[config.mk]
export PLATFORM = sky130hd
export DESIGN_NAME = wdf_watchdog
export DESIGN_NICKNAME = d
export VERILOG_FILES = /design/src/wdf_pkg.sv /design/src/wdf_watchdog.sv
export SDC_FILE = /design/constraint.sdc
export NUM_CORES = 1
export LEC_CHECK = 0
export BUFFER_PORTS_ARGS = -buffer_cell sky130_fd_sc_hd__buf_2
export CAP_MARGIN = 20
export CORE_MARGIN = 1.5
export CORE_UTILIZATION = 60
export DETAILED_ROUTE_END_ITERATION = 10
export PLACE_DENSITY = 0.85
export SKIP_CTS_REPAIR_TIMING = 1
export SYNTH_ARGS = -nofsm -noshare
export SYNTH_HDL_FRONTEND = slang
export SYNTH_SLANG_ARGS = --single-unit
[constraint.sdc]
create_clock -name pclk -period 3.61 [get_ports pclk]
set_clock_uncertainty 0.1 [all_clocks]
set_input_delay 0.1805 -clock pclk [delete_from_list [all_inputs] [get_ports pclk]]
set_output_delay 0.1805 -clock pclk [all_outputs]
set_load 0.01 [all_outputs]
[src/wdf_pkg.sv]
// How it works
// Both feed keys must be written, in order, before a control or flash command write.
// A flash command write without a completed feed is dropped unchanged.
// An unfed control write while the watchdog runs raises a chip reset at once.
// Writing lock-on starts the watchdog; software can never clear lock-on.
// A reset caused by a bad feed sets the feed-error flag.
// Reset-enable decides whether counter overflow asserts the chip reset.
// Every counter overflow sets the watchdog reset status flag.
// Power-on or external reset clears the watchdog reset status flag.
// Writing one to the status flag clears it.
// A chip reset caused by overflow leaves the status flag set.
// Refresh bit reloads the counter, then hardware clears the bit.
// Clock-stop bit in the clock gate register freezes the watchdog count.
// Watchdog priority is bit 6 of the high and low priority registers.
// The watchdog interrupt leaves the block only while its enable bit is set.
// Run bit one counts, run bit zero halts the counter; here the run bit stays one while lock-on is set, so the counter keeps counting.
// Start and refresh reload the counter from the reload register.
package wdf_pkg;
	// Register indices; byte address is four times the index.
	localparam logic [7:0] IDX_RELOAD = 8'h85;
	localparam logic [7:0] IDX_PRIO_LOW = 8'h91;
	localparam logic [7:0] IDX_PRIO_HIGH = 8'h92;
	localparam logic [7:0] IDX_FEED_FIRST = 8'h97;
	localparam logic [7:0] IDX_CLOCK_GATE = 8'ha1;
	localparam logic [7:0] IDX_CONTROL = 8'hc0;
	localparam logic [7:0] IDX_FEED_SECOND = 8'hc4;
	localparam logic [7:0] IDX_IRQ_ENABLE = 8'he8;
	localparam logic [7:0] IDX_FLASH_CMD = 8'hf0;
	localparam logic [7:0] IDX_IRQ_STATUS = 8'hf1;
	localparam logic [7:0] IDX_IRQ_MASK = 8'hf2;
	// Control register fields.
	localparam int BIT_RUN = 0;
	localparam int BIT_REFRESH = 1;
	localparam int BIT_STATUS = 2;
	localparam int BIT_RESET_EN = 3;
	localparam int BIT_FEED_ERR = 5;
	localparam int BIT_LOCK = 6;
	// Other fields.
	localparam int BIT_CLOCK_STOP = 5;
	localparam int BIT_WD_PRIO = 6;
	localparam int BIT_WD_IRQ_EN = 6;
	localparam int IRQ_OVERFLOW = 0;
	localparam int IRQ_FEED_ERR = 1;
	// Reset values.
	localparam logic [7:0] RST_BYTE = 8'h00;
	localparam logic [1:0] RST_IRQ = 2'h0;
	// Feed keys; values are arbitrary.
	localparam logic [7:0] FEED_KEY_FIRST = 8'h5a;
	localparam logic [7:0] FEED_KEY_SECOND = 8'ha5;
	// Pclk cycles per watchdog count step.
	localparam int PRESCALE_CYCLES = 256;
	localparam int ADDR_W = 10;

	typedef enum logic [2:0]
	{
		WDF_IDLE = 3'h1,
		WDF_HALF = 3'h2,
		WDF_ARMED = 3'h4
	} wdf_feed_t;
endpackage : wdf_pkg

[src/wdf_watchdog.sv]
module wdf_watchdog #(
	parameter int PRESCALE = wdf_pkg::PRESCALE_CYCLES
) (
	input wire logic pclk,
	input wire logic presetn,
	input wire logic psel,
	input wire logic penable,
	input wire logic pwrite,
	input wire logic [wdf_pkg::ADDR_W-1:0] paddr,
	input wire logic [31:0] pwdata,
	input wire logic [3:0] pstrb,
	output logic [31:0] prdata,
	output logic pready,
	output logic pslverr,
	output logic irq,
	output logic chip_reset,
	output logic [1:0] watchdog_priority,
	output logic [7:0] flash_command
);
	if (PRESCALE < 1 || PRESCALE > 65536)
	begin : g_bad_prescale
		$error("PRESCALE must lie between 1 and 65536");
	end

	typedef struct packed {
		logic ready;
		logic slverr;
		logic [31:0] rdata;
		logic [7:0] reload;
		logic [7:0] prio_low;
		logic [7:0] prio_high;
		logic [7:0] clock_gate;
		logic [7:0] irq_enable;
		logic [7:0] flash_cmd;
		logic lock;
		logic feed_err;
		logic reset_en;
		logic status;
		logic refresh;
		logic run;
		wdf_pkg::wdf_feed_t feed;
		logic [1:0] irq_stat;
		logic [1:0] irq_mask;
		logic irq;
		logic chip_rst;
		logic [1:0] prio;
		logic [7:0] cnt;
		logic [15:0] pre;
	} wdf_state_t;

	wdf_state_t s_reg;
	wdf_state_t s_next;
	logic done;
	logic wr;
	logic [7:0] idx;
	logic [7:0] wd;
	logic tick;
	logic overflow;
	logic fed;
	logic unfed_ctrl;
	logic ovf_rst;

	assign done = psel && penable && s_reg.ready;
	assign wr = done && pwrite && pstrb[0];
	assign idx = paddr[9:2];
	assign wd = pwdata[7:0];
	assign fed = s_reg.feed == wdf_pkg::WDF_ARMED;
	// Watchdog mode is taken as the counter running.
	assign unfed_ctrl = wr && idx == wdf_pkg::IDX_CONTROL && !fed && s_reg.run;
	assign tick = s_reg.run && !s_reg.clock_gate[wdf_pkg::BIT_CLOCK_STOP]
		&& s_reg.pre == 16'(PRESCALE - 1);
	assign overflow = tick && s_reg.cnt == 8'hff;
	// Helper for the checks: an overflow that resets the chip also drops the feed.
	assign ovf_rst = overflow && s_reg.reset_en;

	always_comb
	begin
		logic [7:0] rd;
		logic hit;
		logic start;
		rd = 8'h00;
		hit = 1'b1;
		start = 1'b0;
		s_next = s_reg;
		s_next.chip_rst = 1'b0;
		s_next.refresh = 1'b0;
		// Two-cycle access: pready rises in the second access cycle.
		s_next.ready = psel && penable && !s_reg.ready;
		unique case (idx)
			wdf_pkg::IDX_RELOAD: rd = s_reg.reload;
			wdf_pkg::IDX_PRIO_LOW: rd = s_reg.prio_low;
			wdf_pkg::IDX_PRIO_HIGH: rd = s_reg.prio_high;
			wdf_pkg::IDX_FEED_FIRST: rd = 8'h00;
			wdf_pkg::IDX_FEED_SECOND: rd = 8'h00;
			wdf_pkg::IDX_CLOCK_GATE: rd = s_reg.clock_gate;
			wdf_pkg::IDX_IRQ_ENABLE: rd = s_reg.irq_enable;
			wdf_pkg::IDX_FLASH_CMD: rd = s_reg.flash_cmd;
			wdf_pkg::IDX_IRQ_STATUS: rd = {6'h00, s_reg.irq_stat};
			wdf_pkg::IDX_IRQ_MASK: rd = {6'h00, s_reg.irq_mask};
			wdf_pkg::IDX_CONTROL:
			begin
				rd[wdf_pkg::BIT_RUN] = s_reg.run;
				rd[wdf_pkg::BIT_REFRESH] = s_reg.refresh;
				rd[wdf_pkg::BIT_STATUS] = s_reg.status;
				rd[wdf_pkg::BIT_RESET_EN] = s_reg.reset_en;
				rd[wdf_pkg::BIT_FEED_ERR] = s_reg.feed_err;
				rd[wdf_pkg::BIT_LOCK] = s_reg.lock;
			end
			default: hit = 1'b0;
		endcase
		if (paddr[1:0] != 2'h0)
		begin
			hit = 1'b0;
		end
		if (psel && penable && !s_reg.ready)
		begin
			s_next.rdata = (hit && !pwrite) ? {24'h000000, rd} : 32'h00000000;
			s_next.slverr = !hit;
		end

		// Prescaler and counter.
		if (s_reg.run && !s_reg.clock_gate[wdf_pkg::BIT_CLOCK_STOP])
		begin
			s_next.pre = tick ? 16'h0000 : s_reg.pre + 16'h0001;
		end
		if (tick)
		begin
			s_next.cnt = overflow ? s_reg.reload : s_reg.cnt + 8'h01;
		end

		if (wr)
		begin
			unique case (idx)
				wdf_pkg::IDX_RELOAD: s_next.reload = wd;
				wdf_pkg::IDX_PRIO_LOW: s_next.prio_low = wd;
				wdf_pkg::IDX_PRIO_HIGH: s_next.prio_high = wd;
				wdf_pkg::IDX_CLOCK_GATE: s_next.clock_gate = wd;
				wdf_pkg::IDX_IRQ_ENABLE: s_next.irq_enable = wd;
				wdf_pkg::IDX_IRQ_MASK: s_next.irq_mask = wd[1:0];
				wdf_pkg::IDX_IRQ_STATUS: s_next.irq_stat = s_reg.irq_stat & ~wd[1:0];
				wdf_pkg::IDX_FLASH_CMD:
				begin
					if (fed)
					begin
						s_next.flash_cmd = wd;
					end
				end
				wdf_pkg::IDX_CONTROL:
				begin
					if (fed)
					begin
						s_next.lock = s_reg.lock || wd[wdf_pkg::BIT_LOCK];
						s_next.run = wd[wdf_pkg::BIT_RUN] || s_next.lock;
						s_next.reset_en = wd[wdf_pkg::BIT_RESET_EN];
						s_next.refresh = wd[wdf_pkg::BIT_REFRESH];
						if (wd[wdf_pkg::BIT_STATUS])
						begin
							s_next.status = 1'b0;
						end
						if (wd[wdf_pkg::BIT_FEED_ERR])
						begin
							s_next.feed_err = 1'b0;
						end
						start = s_next.run && !s_reg.run;
					end
				end
				default:
				begin
				end
			endcase
			// Any write other than the expected key breaks a partial feed.
			unique case (s_reg.feed)
				wdf_pkg::WDF_IDLE:
				begin
					if (idx == wdf_pkg::IDX_FEED_FIRST && wd == wdf_pkg::FEED_KEY_FIRST)
					begin
						s_next.feed = wdf_pkg::WDF_HALF;
					end
				end
				wdf_pkg::WDF_HALF:
				begin
					if (idx == wdf_pkg::IDX_FEED_SECOND && wd == wdf_pkg::FEED_KEY_SECOND)
					begin
						s_next.feed = wdf_pkg::WDF_ARMED;
					end
					else
					begin
						s_next.feed = wdf_pkg::WDF_IDLE;
					end
				end
				wdf_pkg::WDF_ARMED:
				begin
					// The feed is consumed by one guarded write and lost on any other.
					s_next.feed = wdf_pkg::WDF_IDLE;
				end
				default: s_next.feed = wdf_pkg::WDF_IDLE;
			endcase
		end

		// Refresh or start reloads the counter and restarts the prescaler.
		if (start || s_reg.refresh)
		begin
			s_next.cnt = s_reg.reload;
			s_next.pre = 16'h0000;
		end

		// Hardware sets win over software clears issued in the same cycle.
		if (overflow)
		begin
			s_next.status = 1'b1;
			s_next.irq_stat[wdf_pkg::IRQ_OVERFLOW] = 1'b1;
			s_next.chip_rst = s_reg.reset_en;
		end
		if (unfed_ctrl)
		begin
			s_next.feed_err = 1'b1;
			s_next.irq_stat[wdf_pkg::IRQ_FEED_ERR] = 1'b1;
			s_next.chip_rst = 1'b1;
		end
		// A watchdog chip reset restarts the control bits but keeps the cause flags.
		if (s_next.chip_rst)
		begin
			s_next.lock = 1'b0;
			s_next.run = 1'b0;
			s_next.reset_en = 1'b0;
			s_next.refresh = 1'b0;
			s_next.pre = 16'h0000;
			s_next.feed = wdf_pkg::WDF_IDLE;
		end

		s_next.irq = s_reg.irq_enable[wdf_pkg::BIT_WD_IRQ_EN]
			&& |(s_reg.irq_stat & s_reg.irq_mask);
		s_next.prio = {s_reg.prio_high[wdf_pkg::BIT_WD_PRIO],
			s_reg.prio_low[wdf_pkg::BIT_WD_PRIO]};
	end

	always_ff @(posedge pclk or negedge presetn)
	begin
		if (!presetn)
		begin
			s_reg <= '0;
			s_reg.feed <= wdf_pkg::WDF_IDLE;
			s_reg.status <= 1'b0;
			s_reg.reload <= wdf_pkg::RST_BYTE;
			s_reg.irq_stat <= wdf_pkg::RST_IRQ;
		end
		else
		begin
			s_reg <= s_next;
		end
	end

	assign prdata = s_reg.rdata;
	assign pready = s_reg.ready;
	assign pslverr = s_reg.slverr;
	assign irq = s_reg.irq;
	assign chip_reset = s_reg.chip_rst;
	assign watchdog_priority = s_reg.prio;
	assign flash_command = s_reg.flash_cmd;
endmodule : wdf_watchdog
# Word level (Yosys, flattened, before mapping)
# Index checks and enable logic that the tools add are counted.
dict set report word_totals {
  reg_bits 123
  latchBits 0
  mem_bits_rw 0
  rom_bits 0
  out_inout_bits 46
  word_cells 139
  memories 0
}
dict set report op_classes {
  add_sub_neg 2
  multipliers 0
  div 0
  order_cmp 0
  eq_ne 19
  shifts 0
  mux 35
  bitwise_logic 3
  n_reduce_logical 56
}
# cell n
set ops {}
lappend ops {{$eq A8 B8 Y1 const B} 13}
lappend ops {{$mux W16} 3}
lappend ops {{$pmux W4 S9} 1}
lappend ops {{$reduce_bool A2 Y1} 15}
lappend ops {{$mux W24} 1}
lappend ops {{$mux W8} 3}
lappend ops {{$reduce_and A2 Y1} 9}
lappend ops {{$add A16 B1 Y16 const B} 1}
lappend ops {{$eq A16 B8 Y1 const B} 1}
lappend ops {{$logic_and A1 B1 Y1} 16}
lappend ops {{$mux W1} 15}
lappend ops {{$pmux W2 S7} 1}
lappend ops {{$mux W13} 1}
lappend ops {{$mux W6} 2}
lappend ops {{$pmux W1 S6} 2}
lappend ops {{$reduce_or A11 Y1} 1}
lappend ops {{$add A8 B1 Y8 const B} 1}
lappend ops {{$eq A8 B7 Y1 const B} 1}
lappend ops {{$reduce_and A4 Y1} 2}
lappend ops {{$logic_not A1 Y1} 6}
lappend ops {{$mux W3} 2}
lappend ops {{$pmux W3 S2} 1}
lappend ops {{$reduce_and A3 Y1} 2}
lappend ops {{$mux W5} 1}
lappend ops {{other kinds (10)} 14}

# Depth between registers and ports, before layout
# Gate-level depths: netlist of run 1.
dict set report depth {
  ltp_word 10
  mapped_depth 8
  ltp_nobuf 6
}

# Worst setup path before layout of run 1
# Ideal clock, no wire load.
dict set report synth_timing {
  path_kind {register to register}
  startpoint {register s_reg, in the netlist pready}
  endpoint {register s_reg[73] (netlist name)}
  setup_time_ps 125
  arrival_time_ps 1767
  required_ps 3385
  path_slack_ps 1618
  stages_incl_launch_ff 6
  n_path_buf 1
  cell_sequence {dfrtp_1 > nand4_1 > or2_2 > buf_2 > nor3_4 > mux2_2}
}
dict set report synth_between {
  elab_chain_len 4
}
# item line
set synth_lines {}
lappend synth_lines {{from (decl)} wdf_watchdog.sv:51} ;# wdf_state_t s_reg;
lappend synth_lines {{from (signal assigned)} wdf_watchdog.sv:249} ;# s_reg <= s_next;
lappend synth_lines {{$logic_and A1 B1 Y1} wdf_watchdog.sv:63} ;# assign done = psel && penable && s_reg.ready;
lappend synth_lines {{$logic_and A1 B1 Y1 (2 in series)} wdf_watchdog.sv:64} ;# assign wr = done && pwrite && pstrb[0];
lappend synth_lines {{$reduce_and A2 Y1 (no line)} --}
# Every way passes these cells.
# A chain may end at the register's enable or synchronous reset.

# Final worst setup path of run 1
dict set report layout_timing {
  startpoint {register s_reg[62] (netlist name)}
  endpoint {register s_reg[34] (netlist name)}
}
dict set report layout_between {
  elab_chain_len 8
  elab_cells_between_ends 10
  cone_classes {eq/ne (1); mux (3); reduce/logical (6)}
}
# item line
set layout_lines {}
lappend layout_lines {{$logic_not A1 Y1 (*)} wdf_watchdog.sv:70} ;# assign tick = s_reg.run && !s_reg.clock_gate[wdf_pkg::BIT_CLOCK_STOP]
lappend layout_lines {{$logic_and A1 B1 Y1 (*)} wdf_watchdog.sv:70}
lappend layout_lines {{$logic_and A1 B1 Y1 (*)} wdf_watchdog.sv:71} ;# && s_reg.pre == 16'(PRESCALE - 1);
lappend layout_lines {{$logic_and A1 B1 Y1 (*)} wdf_watchdog.sv:72} ;# assign overflow = tick && s_reg.cnt == 8'hff;
lappend layout_lines {{$mux W1 (*)} wdf_watchdog.sv:208} ;# if (overflow)
lappend layout_lines {{$mux W1 (*)} wdf_watchdog.sv:214} ;# if (unfed_ctrl)
lappend layout_lines {{$ne A3 B3 Y1 (no line) / $reduce_bool A2 Y1 (equally long branches)} --}
lappend layout_lines {{$reduce_and A2 Y1 (no line)} --}
# Every way passes the cells marked *; elsewhere a longest branch is shown, timed or not.

==> results.toml, run 1 <==
[placed_design]
post-place-ws_ns = 0.993
hpwl_um = 9520
globalplace.congestion = 0.941
dp_cells = 643
place_area_um2 = 5600
portBuffers = 45

[synthesis]
synthArstFlopShare = 1.00
avgSynthCellArea_um2 = 10.6
synth-edff-count = 0
ys.flop_type = "dfrtp_1"
synth_cell_types = 81
syn-cell-area_um2 = 5550
synth-seq-cells = 99
yosys_warnings = 0
yosysSeqAreaShare = 0.447
netlist_instances = 525

[clock_network]
clkLatencyLatePin_ns = 0.38
cts_tree = "done"
cts_sinks = 99
htreeDepth = 3
cts_root_buf = "clkbuf_8"
cts.path.max_buffers = 2
cts_buffers = 9
clkTransAtPathRegs_ns = 0.10

[critical_path]
cp_data_arrival_time_ns = 2.85
reg2reg_depth = 5
r2r-end = "s_reg[34]"
r2r_start = "s_reg[62]"
end_kind = "flip-flop"
critPathKind = "reg2reg"
worstPathMaxFanout = 14
crit_required_ns = 3.78
reg2reg_slack_ns = 0.93
cp-start-kind = "flip-flop"

[power_and_ir_drop]
p_leak_nw = 2.68
max-vdd-ir-drop_uv = 279
pwr_density_cell_nw_per_um2 = 350

[sta]
finalCriticalPeriod_ns = 2.68
worst_slew_pin_slew_ns = 1.01
rsz0062_at_grt = "no"
max-slew-margin-rel = 0.310
fin_crit_sh = 0.743
fmax_ghz = 0.373
tns_ns = 0
worst_slack_ns = 0.928
hold_violations = 0
setup_viol = 0
hold_ws_ns = 0.00648
slew_viol_final = 0

[outcome]
outcome = "finished, final reports clean"

[route]
ant_nets = 0
wl_per_cell_um = 20.1
wirelength_um = 13300
drtIter0Drc = 378
vias = 4342
drc = 0
first_pass_iters = 6
via_per_inst = 6.58

[finish]
largest_register_ff_count = 75
design_area_um2 = 5840
final_common_cell = "dfrtp_1"
drive_above_1_share = 0.252
layout_common_cells = "dfrtp_1 (98), buf_2 (44), mux2_2 (40)"
layout.cells.non_filler = 660
synthToLayoutAreaGrowth_pct = 5.19
nNetsFinal = 600
diodes = 0

[floorplan]
dieWidth_um = 99.2
die_area_um2 = 9830
rows = 34
die_y_um = 99.2
ios = 97
core_um2 = 8850
start_util = 0.627

[global_route]
grtUsageTotal = 0.284
grt_max_degree = 72
antenna_found_initial = 0
grt_overflow_total = 0
grt_first_pass_wirelength_um = 21900
grt_pass1_vias = 4260

[worst_hold_path]
holdPathEnd = "pslverr"
min_path_cells = 3
hold_class = "in2reg"
hold_start = "paddr[0]"

[run]
cap_violations = 0
==> per-layer routing <==
metal	share of wire	routed length, um	vias to the layer above	global-route usage
met5	0	0	-	0
li1	-	-	1927	-
met4	0.028	367	0	0.101
met2	0.48	6320	265	0.457
met3	0.091	1210	36	0.0625
met1	0.41	5390	2114	0.383
==> cell type report <==
cell class	count	area, um^2
clock inverter	7	105
inverter	9	33.8
fill	666	3010
sequential	99	2480
timing repair buffer	51	275
clock buffer	9	124
tap	108	135
multi-input combinational	377	2680
==> through the flow <==
stage	total power, mW	utilization
after floorplan	1.20	-
after global placement	1.24	0.632
after detailed placement	1.24	0.632
after CTS	2.05	0.658
after global routing	2.11	0.660
final	2.04	0.660
==> where the power goes <==
group          internal, mW  switching [mW]
Clock                 0.403           0.420
Sequential             1.11         0.00134
Combinational        0.0244          0.0863
==> cell usage after synthesis (8+ instances only) <==
cell type	count	area, um^2
a21oi_1	25	125
a22o_1	10	87.6
a22oi_1	12	90.1
and2_1	10	62.6
and3_1	11	68.8
buf_2	8	40.0
buf_4	45	338
dfrtp_1	98	2450
inv_1	9	33.8
mux2_2	40	450
nand2_1	36	135
nand3_1	18	90.1
nand4_1	9	56.3
nor2_1	27	101
nor2b_1	8	50.1
nor3_1	12	60.1
o21ai_0	12	60.1
==> worst max-delay path by stage <==
| stage | to | slack, ns | startpoint |
|---|---|---|---|
| 4_1_cts | s_reg[34] | 0.99 | s_reg[62] |
| 6_report | s_reg[34] | 0.93 | s_reg[62] |
| 5_1_grt | s_reg[15] | 0.63 | s_reg[0] |
| 2_1_floorplan | s_reg[73] | 1.62 | pready |
| 3_3_place_gp | s_reg[34] | 1.02 | s_reg[62] |
| 3_5_place_dp | s_reg[34] | 0.99 | s_reg[62] |
==> worst max-delay path, cell delays in order (launching register included) <==
cell and delay [ns]:
dfrtp_1 0.46, nand2b_1 0.43, nor3_2 0.57, nand4_1 0.31
nand2_1 0.48, o21ba_2 0.23
==> kinds of logic after synthesis <==
logic type,synth area share
adders and majority gates,0.00451
buffers and inverters,0.0850
AOI/OAI and AO/OA,0.143
other,0.000676
DFF,0.447
xor gates and xnor gates,0.00947
muxes,0.107
and+or+nand+nor,0.203
Note: power is estimated with default switching activity, not from simulation.
==> run 2, diff against run 1 <==
--- a/config.mk
+++ b/config.mk
@@ -8,9 +8,9 @@
 export BUFFER_PORTS_ARGS = -buffer_cell sky130_fd_sc_hd__buf_2
 export CAP_MARGIN = 20
 export CORE_MARGIN = 1.5
-export CORE_UTILIZATION = 60
+export CORE_UTILIZATION = 57
 export DETAILED_ROUTE_END_ITERATION = 10
-export PLACE_DENSITY = 0.85
+export PLACE_DENSITY = 0.81
 export SKIP_CTS_REPAIR_TIMING = 1
 export SYNTH_ARGS = -nofsm -noshare
 export SYNTH_HDL_FRONTEND = slang
==> constraint.sdc (replaced) <==
create_clock -name pclk -period 2.6 [get_ports pclk]
set_clock_uncertainty 0.1 [all_clocks]
set_input_delay 0.13 -clock pclk [delete_from_list [all_inputs] [get_ports pclk]]
set_output_delay 0.13 -clock pclk [all_outputs]
set_load 0.01 [all_outputs]
==> run 2 against run 1 <==
The run now ends with hold timing left; sequential power rose by 39%; first-iteration DRC count up 16%; sequential cell count did not move; final cell count up 5.3%; clock power up 24%; utilization fell by 2.0 points; clock-buffer cell count unchanged; combinational power is 47% higher; power grew 33%; routed wire length increased by 1.5%; design area is 2.2% higher; critical endpoint is now flash_command[5]; largest power group unchanged; highest routed layer unchanged.
==> results.toml, run 2 (synthesis results as in run 1) <==
[critical_path]
cp_data_arrival_time_ns = 2.47
crit_required_ns = 2.78
worstSetupEndpoint = "flash_command[5]"
worstPathMaxFanout = 8
cp_slowest_stage_delay_ns = 0.54
r2r_start = "s_reg[33]"
path_cells = "or3b_4 > nor3_4 > and2_1 > mux2_2"
cp_slowest_cell = "and2_1"
critPathKind = "reg2reg"
r2r-end = "flash_command[5]"
reg2reg_depth = 4
cp-start-kind = "flip-flop"
end_kind = "flip-flop"
crit_start = "s_reg[33]"
reg2reg_slack_ns = 0.30

[finish]
largest_register_ff_count = 75
drive_above_1_share = 0.267
layout_common_cells = "dfrtp_1 (98), buf_2 (44), mux2_2 (40)"
fin_util = 0.639
synthToLayoutAreaGrowth_pct = 7.47
fillers = 745
final_common_cell = "dfrtp_1"
diodes = 0
nNetsFinal = 614

[global_route]
antenna_found_initial = 0
grt_pass1_vias = 4289
grt_overflow_total = 0
grt_max_degree = 62
grtUsageTotal = 0.279
grt_first_pass_wirelength_um = 22000

[sta]
tns_ns = 0
hold_violations = 1
hold_ws_ns = -0.00265
worst_slew_pin_slew_ns = 0.730
rsz0062_at_grt = "no"
fin_crit_sh = 0.884
max-slew-margin-rel = 0.510
fmax_ghz = 0.435
finalCriticalPeriod_ns = 2.30
slew_viol_final = 0
setup_viol = 0

[route]
ant_nets = 0
via_per_inst = 6.24
vias = 4338
drc = 0
wirelength_um = 13500
wl_per_cell_um = 19.4
first_pass_iters = 5
drtIter0Drc = 440

[floorplan]
ios = 97
core_um2 = 9330
start_util = 0.595
die_y_um = 102
rows = 35
die_area_um2 = 10300
dieWidth_um = 102

[clock_network]
cts_tree = "done"
cts_sinks = 99
clkTransAtPathRegs_ns = 0.11
cts.path.max_buffers = 2
cts_buffers = 9
cts_root_buf = "clkbuf_8"
htreeDepth = 3
clkLatencyLatePin_ns = 0.38

[power_and_ir_drop]
pwr_density_cell_nw_per_um2 = 456
p_leak_nw = 2.74
max-vdd-ir-drop_uv = 276

[run]
cap_violations = 0

[outcome]
outcome = "finished with violations"
violations = "hold timing"

[worst_hold_path]
min_path_cells = 3
hold_class = "in2reg"

[placed_design]
globalplace.congestion = 0.972
hpwl_um = 10100
portBuffers = 45
## run 2: worst max-delay path: cells and delay by family, from the launching register on
family | cells | cell delay (ns)
AND/OR/NAND/NOR | 3 | 1.27
multiplexers | 1 | 0.40
flip-flops | 1 | 0.43
## run 2: per-stage QoR
stage          power, mW  cell area (um^2)  setup WS, ns  hold slack, ns  std cells
4_1_cts             2.73              5930         0.346          -0.377        692
3_5_place_dp        1.73              5730         0.293          0.0352        676
2_1_floorplan       1.67              5630         0.608          -0.266        548
5_1_grt             2.81              5960         0.217          0.0158        695
6_report            2.72              5960         0.302        -0.00265        695
3_3_place_gp        1.73              5730         0.371          0.0293        676
## run 2: final cells by class
cell class | instances | area (um^2) | share of cell area
Multi-Input combinational cell | 377 | 2680 | 0.450
Sequential cell | 99 | 2480 | 0.416
Clock inverter | 7 | 82.6 | 0.0139
Inverter | 9 | 33.8 | 0.00567
Clock buffer | 9 | 124 | 0.0208
Timing Repair Buffer | 65 | 398 | 0.0667
Tap cell | 129 | 161 | 0.0271
## run 2: how the worst min path moves through the flow
stage	from	end	slack (ns)
global route	pwdata[3]	s_reg[38]	0.02
global placement	presetn	prdata[6]	0.03
floorplan	presetn	chip_reset	-0.27
finish	pwdata[3]	s_reg[38]	-0.003
detailed placement	presetn	pready	0.04
CTS	presetn	s_reg[77]	-0.38
## run 2: power by group
group	total [mW]	switching, mW	internal (mW)	leakage (nW)
clock network	1.02	0.628	0.387	0.101
logic	0.163	0.122	0.0414	1.30
registers	1.54	0.00185	1.54	1.33
## run 2: routing by layer
layer	track usage	wire, um	vias up
met2	0.459	6540	229
li1	-	-	1960
met5	0	0	-
met3	0.0656	1130	38
met1	0.365	5460	2111
met4	0.0940	358	0
